## config.mk

```make
export PLATFORM = sky130hd
export DESIGN_NAME = serial_boot_loader
export DESIGN_NICKNAME = d
export VERILOG_FILES = /design/src/loader_entry_pkg.sv /design/src/serial_boot_loader.sv
export SDC_FILE = /design/constraint.sdc
export NUM_CORES = 1
export LEC_CHECK = 0
export ABC_AREA = 1
export BUFFER_PORTS_ARGS = -buffer_cell sky130_fd_sc_hd__buf_2
export CORE_AREA = 2 2 205 207
export DETAILED_ROUTE_END_ITERATION = 16
export DIE_AREA = 0 0 207 209
export HOLD_SLACK_MARGIN = 0.06
export PLACE_DENSITY = 0.42
export SLEW_MARGIN = 20
export SYNTH_ARGS = -nofsm -noshare
export SYNTH_HDL_FRONTEND = slang
export SYNTH_SLANG_ARGS = --single-unit
```

## constraint.sdc

```tcl
create_clock -name mclk_in -period 2.1 [get_ports mclk_in]
set_clock_uncertainty 0.05 [all_clocks]
set_input_delay 0.42 -clock mclk_in [delete_from_list [all_inputs] [get_ports mclk_in]]
set_output_delay 0.42 -clock mclk_in [all_outputs]
set_load 0.005 [all_outputs]
```

## src/loader_entry_pkg.sv

```systemverilog
package loader_entry_pkg;

	// Interface selections of the serial loader link
	typedef enum logic [2:0]
	{
		link_none_type_val = 3'h0,
		link_uart          = 3'h1,
		link_i2c           = 3'h2,
		link_can           = 3'h4
	} link_sel_type;

	localparam int unsigned hash_bits = 256;

	// Static configuration presented at boot
	typedef struct packed
	{
		logic loader_enable;
		logic fast_boot;
		logic entry_level;
	} boot_cfg_type;

	// Boot-time facts about the stored image
	typedef struct packed
	{
		logic vector_blank;
		logic stack_blank;
		logic sw_entry_command;
	} boot_facts_type;

	// Cycles the entry pin must be stable after reset release
	localparam logic [3:0] settle_cycles = 4'h4;
	localparam logic [3:0] settle_zero   = 4'h0;

endpackage : loader_entry_pkg

```

## src/serial_boot_loader.sv

```systemverilog
`timescale 1ns/1ps
`default_nettype none

module serial_boot_loader
	import loader_entry_pkg::*;
(
	input  wire logic                 mclk_in,
	input  wire logic                 external_reset_n_in,
	input  wire logic                 loader_entry_request_in,
	input  wire boot_cfg_type         boot_cfg_in,
	input  wire boot_facts_type       boot_facts_in,
	input  wire link_sel_type         link_sel_in,
	input  wire logic                 hash_valid_in,
	input  wire logic [hash_bits-1:0] hash_presented_in,
	input  wire logic [hash_bits-1:0] hash_stored_in,
	input  wire logic                 loader_done_in,
	output logic                      boot_done_out,
	output logic                      loader_active_out,
	output logic                      run_application_out,
	output logic                      access_granted_out,
	output logic                      uart_enable_out,
	output logic                      i2c_enable_out,
	output logic                      can_enable_out
);

	typedef enum logic [3:0]
	{
		st_settle = 4'h1,
		st_decide = 4'h2,
		st_loader = 4'h4,
		st_app    = 4'h8
	} boot_state_type;

	typedef struct packed
	{
		boot_state_type state;
		logic [3:0]     settle;
		logic           pin_meta;
		logic           pin_sync;
		logic           boot_done;
		logic           loader_active;
		logic           run_app;
		logic           granted;
		logic           uart_en;
		logic           i2c_en;
		logic           can_en;
	} state_type;

	state_type cur;
	state_type next_cur;
	logic      entry;

	// Routed link test, used once per link kind
	function automatic logic link_match
	(
		input link_sel_type sel,
		input link_sel_type code
	);
		return (sel == code);
	endfunction : link_match

	// only the selected link is routed while the loader runs
	function automatic state_type route_links
	(
		input state_type    s,
		input link_sel_type sel
	);
		state_type r;
		r         = s;
		r.uart_en = link_match(sel, link_uart);
		r.i2c_en  = link_match(sel, link_i2c);
		r.can_en  = link_match(sel, link_can);
		return r;
	endfunction : route_links

	// Full-width compare; a partial match must never unlock
	function automatic logic hash_match
	(
		input logic [hash_bits-1:0] presented,
		input logic [hash_bits-1:0] stored
	);
		return (presented == stored);
	endfunction : hash_match

	// Pin, blank image and software command causes, ORed
	function automatic logic entry_cause
	(
		input boot_cfg_type   cfg,
		input boot_facts_type facts,
		input logic           pin
	);
		logic pin_hit;
		logic blank_hit;
		pin_hit   = !cfg.fast_boot && (pin == cfg.entry_level);
		blank_hit = facts.vector_blank && facts.stack_blank;
		return pin_hit || blank_hit || facts.sw_entry_command;
	endfunction : entry_cause

	// Leaving relocks; a new session needs a reboot
	function automatic state_type leave_loader
	(
		input state_type s
	);
		state_type r;
		r               = s;
		r.state         = st_app;
		r.loader_active = 1'b0;
		r.granted       = 1'b0;
		r.uart_en       = 1'b0;
		r.i2c_en        = 1'b0;
		r.can_en        = 1'b0;
		r.run_app       = 1'b1;
		return r;
	endfunction : leave_loader

	always_comb
	begin
		next_cur = cur;
		next_cur.pin_meta = loader_entry_request_in;
		next_cur.pin_sync = cur.pin_meta;
		entry = entry_cause(boot_cfg_in, boot_facts_in, cur.pin_sync)
			&& boot_cfg_in.loader_enable;
		unique case (cur.state)
			st_settle:
			begin
				// wait for pin to pass the synchroniser
				if (cur.settle == settle_zero)
					next_cur.state = st_decide;
				else
					next_cur.settle = cur.settle - 4'h1;
			end
			st_decide:
			begin
				// One decision per reset
				next_cur.boot_done = 1'b1;
				if (entry)
				begin
					next_cur.state         = st_loader;
					next_cur.loader_active = 1'b1;
				end
				else
				begin
					next_cur.state   = st_app;
					next_cur.run_app = 1'b1;
				end
			end
			st_loader:
			begin
				next_cur = route_links(next_cur, link_sel_in);
				if (hash_valid_in
					&& hash_match(hash_presented_in, hash_stored_in))
					next_cur.granted = 1'b1;
				if (loader_done_in)
				begin
					// Done wins over a grant in the same cycle
					next_cur = leave_loader(next_cur);
				end
			end
			st_app:
			begin
				// Stays here until the next reset
				next_cur.run_app = 1'b1;
			end
			default:
			begin
				// Illegal code, restart the boot check
				next_cur.state = st_settle;
			end
		endcase
	end

	// every reset restarts the entry check
	always_ff @(posedge mclk_in)
	begin
		if (!external_reset_n_in)
		begin
			cur.state         <= st_settle;
			cur.settle        <= settle_cycles;
			cur.pin_meta      <= 1'b0;
			cur.pin_sync      <= 1'b0;
			cur.boot_done     <= 1'b0;
			cur.loader_active <= 1'b0;
			cur.run_app       <= 1'b0;
			cur.granted       <= 1'b0;
			cur.uart_en       <= 1'b0;
			cur.i2c_en        <= 1'b0;
			cur.can_en        <= 1'b0;
		end
		else
			cur <= next_cur;
	end

	// Outputs straight from the state register
	assign boot_done_out       = cur.boot_done;
	assign loader_active_out   = cur.loader_active;
	assign run_application_out = cur.run_app;
	assign access_granted_out  = cur.granted;
	assign uart_enable_out     = cur.uart_en;
	assign i2c_enable_out      = cur.i2c_en;
	assign can_enable_out      = cur.can_en;

endmodule : serial_boot_loader

`default_nettype wire

```

==> results of run 1 <==
worst max path at each step:
stage | cells past startpoint | slack [ns] | from | to
4_1_cts | 11 | 0.28 | hash_presented_in[77] | access_granted_out
6_report | 13 | 0.39 | hash_stored_in[89] | access_granted_out
2_1_floorplan | 11 | 0.72 | hash_stored_in[237] | access_granted_out
3_3_place_gp | 13 | 0.02 | hash_stored_in[89] | access_granted_out
5_1_grt | 10 | 0.06 | cur[15] | access_granted_out
3_5_place_dp | 11 | -0.02 | hash_presented_in[77] | access_granted_out
state kept, by name (all words and copies together), names as in the netlist:
| signal | flops |
|---|---|
| i2c_enable_out | 1 |
| boot_done_out | 1 |
| loader_active_out | 1 |
| can_enable_out | 1 |
| run_application_out | 1 |
| uart_enable_out | 1 |
| access_granted_out | 1 |
| cur | 10 |
cell type report:
type	count	area [um^2]	share of cell area (%)
antenna	4	10.0	0.115
clock buffer	3	75.1	0.863
clock inverter	1	5.00	0.0575
inverter	293	1100	12.6
multi-input combinational	860	3830	44.1
sequential	17	340	3.91
tap	539	674	7.75
timing repair buffer	532	2660	30.6
kinds of logic after synthesis:
| kind of cell | after synthesis | synth area share, % |
|---|---|---|
| flip-flops | 17 | 6.45 |
| XOR/XNOR | 62 | 10.3 |
| AND/OR/NAND/NOR | 734 | 55.9 |
| AO/OA/AOI/OAI | 63 | 6.21 |
| buffers and inverters | 294 | 20.9 |
| adder cells (fa/ha/maj) | 1 | 0.237 |
power groups by stage:
stage / logic, W / registers, W / clock network, W
floorplan: 0.000789 / 0.000419 / 0
global placement: 0.00153 / 0.000425 / 0
detailed placement: 0.00155 / 0.000427 / 0
CTS: 0.00156 / 0.000419 / 0.000465
global route: 0.00177 / 0.000428 / 0.000480
finish: 0.00153 / 0.000419 / 0.000437
cell usage in the layout, fill, tap and decap left out, types with 4 or more instances in the layout:
master / netlist / layout
nor3_1: 5 / 5
xor2_1: 13 / 13
nand4_1: 18 / 18
dfxtp_1: 17 / 17
a21oi_1: 11 / 11
o21ai_0: 47 / 47
xnor2_1: 49 / 49
diode_2: 0 / 4
nand2_1: 417 / 417
or2_2: 30 / 30
nand3_1: 22 / 22
inv_1: 289 / 289
nor2_1: 236 / 236
buf_2: 0 / 532
tightest hold or removal path: stages:
cell	delay, ns
buf_2	0.08
nand2_1	0.05
inv_1	0.05
metal layers:
metal / wire [um] / GRT usage (%) / part of all wire, % / up-vias
li1: - / - / - / 4438
met1: 10900 / 13.3 / 41 / 3298
met2: 13400 / 21.6 / 50 / 324
met3: 1930 / 2.74 / 7.2 / 32
met4: 537 / 2.64 / 2.0 / 2
met5: 13 / 0 / 0.049 / -
through the flow:
| step | cells | TNS [ns] | instance area, um^2 | utilization, % |
|---|---|---|---|---|
| 4_1_cts | 2245 | 0 | 8690 | 21.1 |
| 3_5_place_dp | 2241 | -0.0160 | 8610 | 20.9 |
| 5_1_grt | 2248 | 0 | 8700 | 21.1 |
| 3_3_place_gp | 2241 | 0 | 8610 | 20.9 |
| 6_report | 2249 | 0 | 8700 | 21.1 |
| 2_1_floorplan | 1171 | 0 | 5280 | - |
==> key figures, run 1 <==
Run status
  • Status: finished clean

STA
  • Slew HR: roughly 67%
  • Hold_ws: 0.311 ns
  • Max Freq: 0.583 GHz
  • Transition time of the tightest slew-check pin: 0.500 ns
  • Unrepaired setup endpoints after global routing: no
  • Max Slew Vio Count: 0
  • Post-layout minimum cycle time: approximately 1.7 ns
  • Final Hold Viols: 0
  • Setup ws final: roughly 0.39 ns
  • Final worst path period share: roughly 82%
  • Endpoints failing setup: 0

Critical path
  • R2R cell count: 10
  • Reg2Reg Setup Slack: around 0.41 ns
  • Setup crit end kind: flip-flop
  • CP top delay family: simple AND/OR/NAND/NOR gates
  • Slowest cell on the critical path: nor2_1
  • CP max FO: 2
  • Max incr delay on CP: roughly 0.31 ns
  • Critical path class: in -> reg
  • Most used cell, CP: nand2_1
  • Crit-path cells: buf_2 > inv_1 > nand2_1 > nand2_1 > nor2_1 > nand2_1 > nor2_1 > nand2_1 > nor2_1 > nand2_1 > nor2_1 > nand3_1 > a21oi_2
  • R2R Path Start: cur[15]
  • R2R Path End: access_granted_out
  • Req. time, crit path: ~2.3 ns
  • Worst path bufs/invs: 2
  • Critical Path AT: 1.86 ns
  • Crit start category: primary input

Pwr
  • Net Sw Frac: between 40% and 50%
  • Flop pwr share: 17.5%
  • Comb power frac: between 60% and 70%
  • P_int: around 0.0014 W
  • Pwr per Cell Area: roughly 270 nW/um^2
  • Final Power: around 0.0024 W
  • Clock share of power: between 15 and 20%
  • LEAKAGE: ~5.7 nW
  • VDD IR max: about 0.19 mV
  • Switching pwr: 0.00101 W

Place
  • Placement Setup Slack: -0.0160 ns
  • PortBufs: between 500 and 600
  • DP HPWL: ~25 mm
  • Gpl congestion: ~0.93

Yosys
  • Synth top area cells: nand2_1 30%, inv_1 21%, nor2_1 17%
  • Syn_area_per_cell: 4.51 um^2
  • Share of the synthesized area in the top cell type: 29.7%
  • Post-synth ARST share: 0%
  • Top_reg_cell synth: dfxtp_1
  • Synth Register Bits: 17
  • Sequential element share of the synthesized area: under 10%
  • Post-synth top cells: 417 x nand2_1, 289 x inv_1, 236 x nor2_1, 49 x xnor2_1, 47 x o21ai_0
  • Most frequent cell after synthesis: nand2_1
  • Ys Warns: 0
  • Mapped Area: around 5300 um^2
  • Cells after Synth: ~1.2k
  • EDFF count, synth: 0
  • Syn Nets: 1,698
  • Yosys cell types: 26
  • Synth area leader: nand2_1

Layout
  • Final Net Count: between 2k and 2.5k
  • # fillers: 4,927
  • Area Overhead vs Synth: 64.8%
  • Share of cells above drive strength 1: approximately 34%

Min path
  • Worst hold endpoint: cur[8]
  • WHS Path Cells: 3
  • HP Start: loader_entry_request_in
  • Hold Path Class: in -> reg

Die
  • I/O Pins: ~530
  • Initial core utilization: between 10 and 15%
  • Die ar.: ~43,000 um^2
  • Core area: between 40,000 and 50,000 um^2
  • Row cnt: 75
  • Die Height: between 200 and 250 um
  • Chip width: about 210 um

Global routing
  • Initial antenna violation count: 5
  • Largest net degree at the start of global routing: 11
  • First-pass GRT wire length: 39.4 mm
  • Vias in the first global route: 7,836
  • Total gr overflow: 0
  • Total GRT Usage: between 10% and 20%

Clock tree
  • CTS tree: done
  • Cts hold-fix bufs: 0
  • Worst-skew pair later-pin latency: between 0.2 and 0.3 ns
  • Clk slew on worst S/H paths: ~0.07 ns
  • Clock sink count: 17
  • Htree depth: 1
  • Root Buffer: clkbuf_16
  • Buffers from clock root to sink, at most: 2
  • CTS resizes: 0
  • CTS buffer count: 3
  • Post-CTS Setup Repair Bufs: 0

Detailed routing
  • # DRC: 0
  • Routed vias: roughly 8.1k
  • 1st-iter DRT viols: between 200 and 300
  • DR vias/cell: 3.60
  • WL/cell: ~12 um
  • WL final: between 20 and 30 mm
  • Routed Antenna Nets: 0
  • 1st-pass router iterations: 5

Flow run
  • Maxcap violations: 0
(Power assumes the default switching activity.)
==> inputs of run 2 (changes only) <==
--- a/config.mk
+++ b/config.mk
@@ -7,11 +7,11 @@
 export LEC_CHECK = 0
 export ABC_AREA = 1
 export BUFFER_PORTS_ARGS = -buffer_cell sky130_fd_sc_hd__buf_2
-export CORE_AREA = 2 2 205 207
+export CORE_AREA = 2 2 209 211
 export DETAILED_ROUTE_END_ITERATION = 16
-export DIE_AREA = 0 0 207 209
+export DIE_AREA = 0 0 211 213
 export HOLD_SLACK_MARGIN = 0.06
-export PLACE_DENSITY = 0.42
+export PLACE_DENSITY = 0.43
 export SLEW_MARGIN = 20
 export SYNTH_ARGS = -nofsm -noshare
 export SYNTH_HDL_FRONTEND = slang
==> constraint.sdc (replaced) <==
create_clock -name mclk_in -period 1.5 [get_ports mclk_in]
set_clock_uncertainty 0.05 [all_clocks]
set_input_delay 0.3 -clock mclk_in [delete_from_list [all_inputs] [get_ports mclk_in]]
set_output_delay 0.3 -clock mclk_in [all_outputs]
set_load 0.005 [all_outputs]
==> run 2 against run 1 <==
Effect of this change: critical path depth decreased by 2; largest power group unchanged; first-iteration DRC count fell by 19%; core utilization increased by 0.13 points; highest routed layer is now met4; sequential cell count did not move.
==> key figures, run 2 (synthesis gave the netlist of run 1 again) <==
Run status
  • Status: finished clean

STA
  • Post-layout minimum cycle time: about 1.4 ns
  • Max Slew Vio Count: 0
  • Endpoints failing setup: 0
  • Unrepaired setup endpoints after global routing: yes
  • Max Freq: about 0.7 GHz
  • Transition time of the tightest slew-check pin: ~0.44 ns
  • Total negative slack: 0 ns
  • Final worst path period share: 95.3%
  • Slew HR: a little over two thirds
  • Final Hold Viols: 0

Clock tree
  • CTS buffer count: 3
  • Clock sink count: 17
  • Clk slew on worst S/H paths: approximately 0.070 ns
  • Buffers from clock root to sink, at most: 2
  • Worst-skew pair later-pin latency: approximately 0.25 ns
  • CTS tree: done
  • Root Buffer: clkbuf_16
  • Cts hold-fix bufs: 0
  • Htree depth: 1

Layout
  • Commonest non-fill, non-tap cells in the layout: 529 x buf_2, 412 x nand2_1, 284 x inv_1
  • Share of cells above drive strength 1: 36.8%
  • Reg with most FFs: cur
  • Fin util: a little over a fifth
  • Area Overhead vs Synth: 71.5%
  • Commonest non-fill, non-tap cell in the layout: buf_2
  • # fillers: around 5.1k
  • Max reg flops: 10
  • Post-route cell area: around 9100 um^2
  • Final Net Count: 2,257
  • Non-Filler Instances: about 2.3k

Detailed routing
  • 1st-pass router iterations: 4
  • WL/cell: between 10 and 15 um
  • WL final: ~27 mm
  • Routed Antenna Nets: 0
  • # DRC: 0
  • Routed vias: between 8k and 9k
  • DR vias/cell: 3.58
  • 1st-iter DRT viols: 236

Flow run
  • Maxcap violations: 0

Global routing
  • Largest net degree at the start of global routing: 11
  • Total GRT Usage: between 10 and 15%
  • Vias in the first global route: about 7.8k
  • First-pass GRT wire length: between 30 and 40 mm
  • Initial antenna violation count: 4
  • Total gr overflow: 0

Critical path
  • Max incr delay on CP: about 0.33 ns
  • CP max FO: 3
  • Slowest cell on the critical path: dfxtp_2
  • Req. time, crit path: around 1.7 ns
  • Crit start category: flip-flop
  • Crit-path cells: inv_2 > nand4_4 > inv_2 > nand2_2 > nor2_2 > nand2_2 > nor2_2 > nand2_4 > nor2_4 > nand3_4 > a21oi_2
  • Setup crit end kind: flip-flop
  • Critical path class: reg -> reg
  • Critical Path AT: around 1.6 ns

Die
  • Die Height: 213 um
  • Initial core utilization: roughly an eighth
  • Row cnt: 76
  • I/O Pins: 533
  • Core area: between 40,000 and 50,000 um^2
  • Chip width: roughly 210 um
  • Die ar.: around 45,000 um^2

Pwr
  • VDD IR max: between 0.4 and 0.5 mV
  • LEAKAGE: between 5 and 6 nW
  • Pwr per Cell Area: 404 nW/um^2

Place
  • DP HPWL: 25.4 mm
  • PortBufs: approximately 530
  • Dpl cells: approximately 2.3k
  • Gpl congestion: ~0.92
  • Placed Area: ~8800 um^2

Min path
  • Hold Path Class: in -> reg
run 2: cell count changes in the layout (fill, tap and decap cells not counted), sizes merged:
cell,previous run,this run
diode,4,1
buf,532,555
run 2: worst max-delay path, delay by kind of cell, from the launching register on:
family	cells	cell delay (ns)
AOI/OAI and AO/OA	1	0.12
DFF	1	0.33
and+or+nand+nor	8	0.72
buffers and inverters	2	0.17
run 2: layer usage:
| layer | GRT usage, % | vias up | share of wire (%) |
|---|---|---|---|
| met5 | 0 | - | 0 |
| li1 | - | 4485 | - |
| met4 | 1.82 | 0 | 1.5 |
| met2 | 21.2 | 282 | 50 |
| met1 | 13.0 | 3358 | 42 |
| met3 | 2.04 | 20 | 6.3 |
run 2: cell type report:
cell class,instances,area [um^2],area share (%)
multi-input combinational,860,3980,43.9
timing repair buffer,555,2870,31.6
inverter,293,1100,12.1
tap,546,683,7.54
sequential,17,347,3.83
clock buffer,3,75.1,0.829
clock inverter,1,5.00,0.0553
antenna,1,2.50,0.0276
run 2: where the power goes:
| part | switching, W | total [W] | internal [W] |
|---|---|---|---|
| sequential | 0.0000552 | 0.000599 | 0.000543 |
| combinational | 0.00123 | 0.00249 | 0.00126 |
| clock | 0.000217 | 0.000575 | 0.000358 |
run 2: worst paths after layout:
path	cells past startpoint	end	from	slack, ns
max	11	access_granted_out	cur[13]	0.07
min	3	cur[8]	loader_entry_request_in	0.18
max reg2reg	11	access_granted_out	cur[13]	0.07
min reg2reg	2	cur[7]	cur[8]	0.36
run 2: through the flow:
stage | worst slack (ns) | hold WS, ns | total power, W
after floorplan | 0.127 | 0.340 | 0.00169
after global placement | -0.468 | 0.353 | 0.00289
after detailed placement | -0.456 | 0.349 | 0.00293
after CTS | 0.00377 | 0.175 | 0.00354
after global routing | -0.0681 | 0.194 | 0.00408
final | 0.0707 | 0.182 | 0.00366
run 2: what timing repair did:
action,4_1_cts,5_1_grt
setup buffers,0,3
resized for setup,10,49
pin swaps,2,30
setup endpoints to repair,1,12
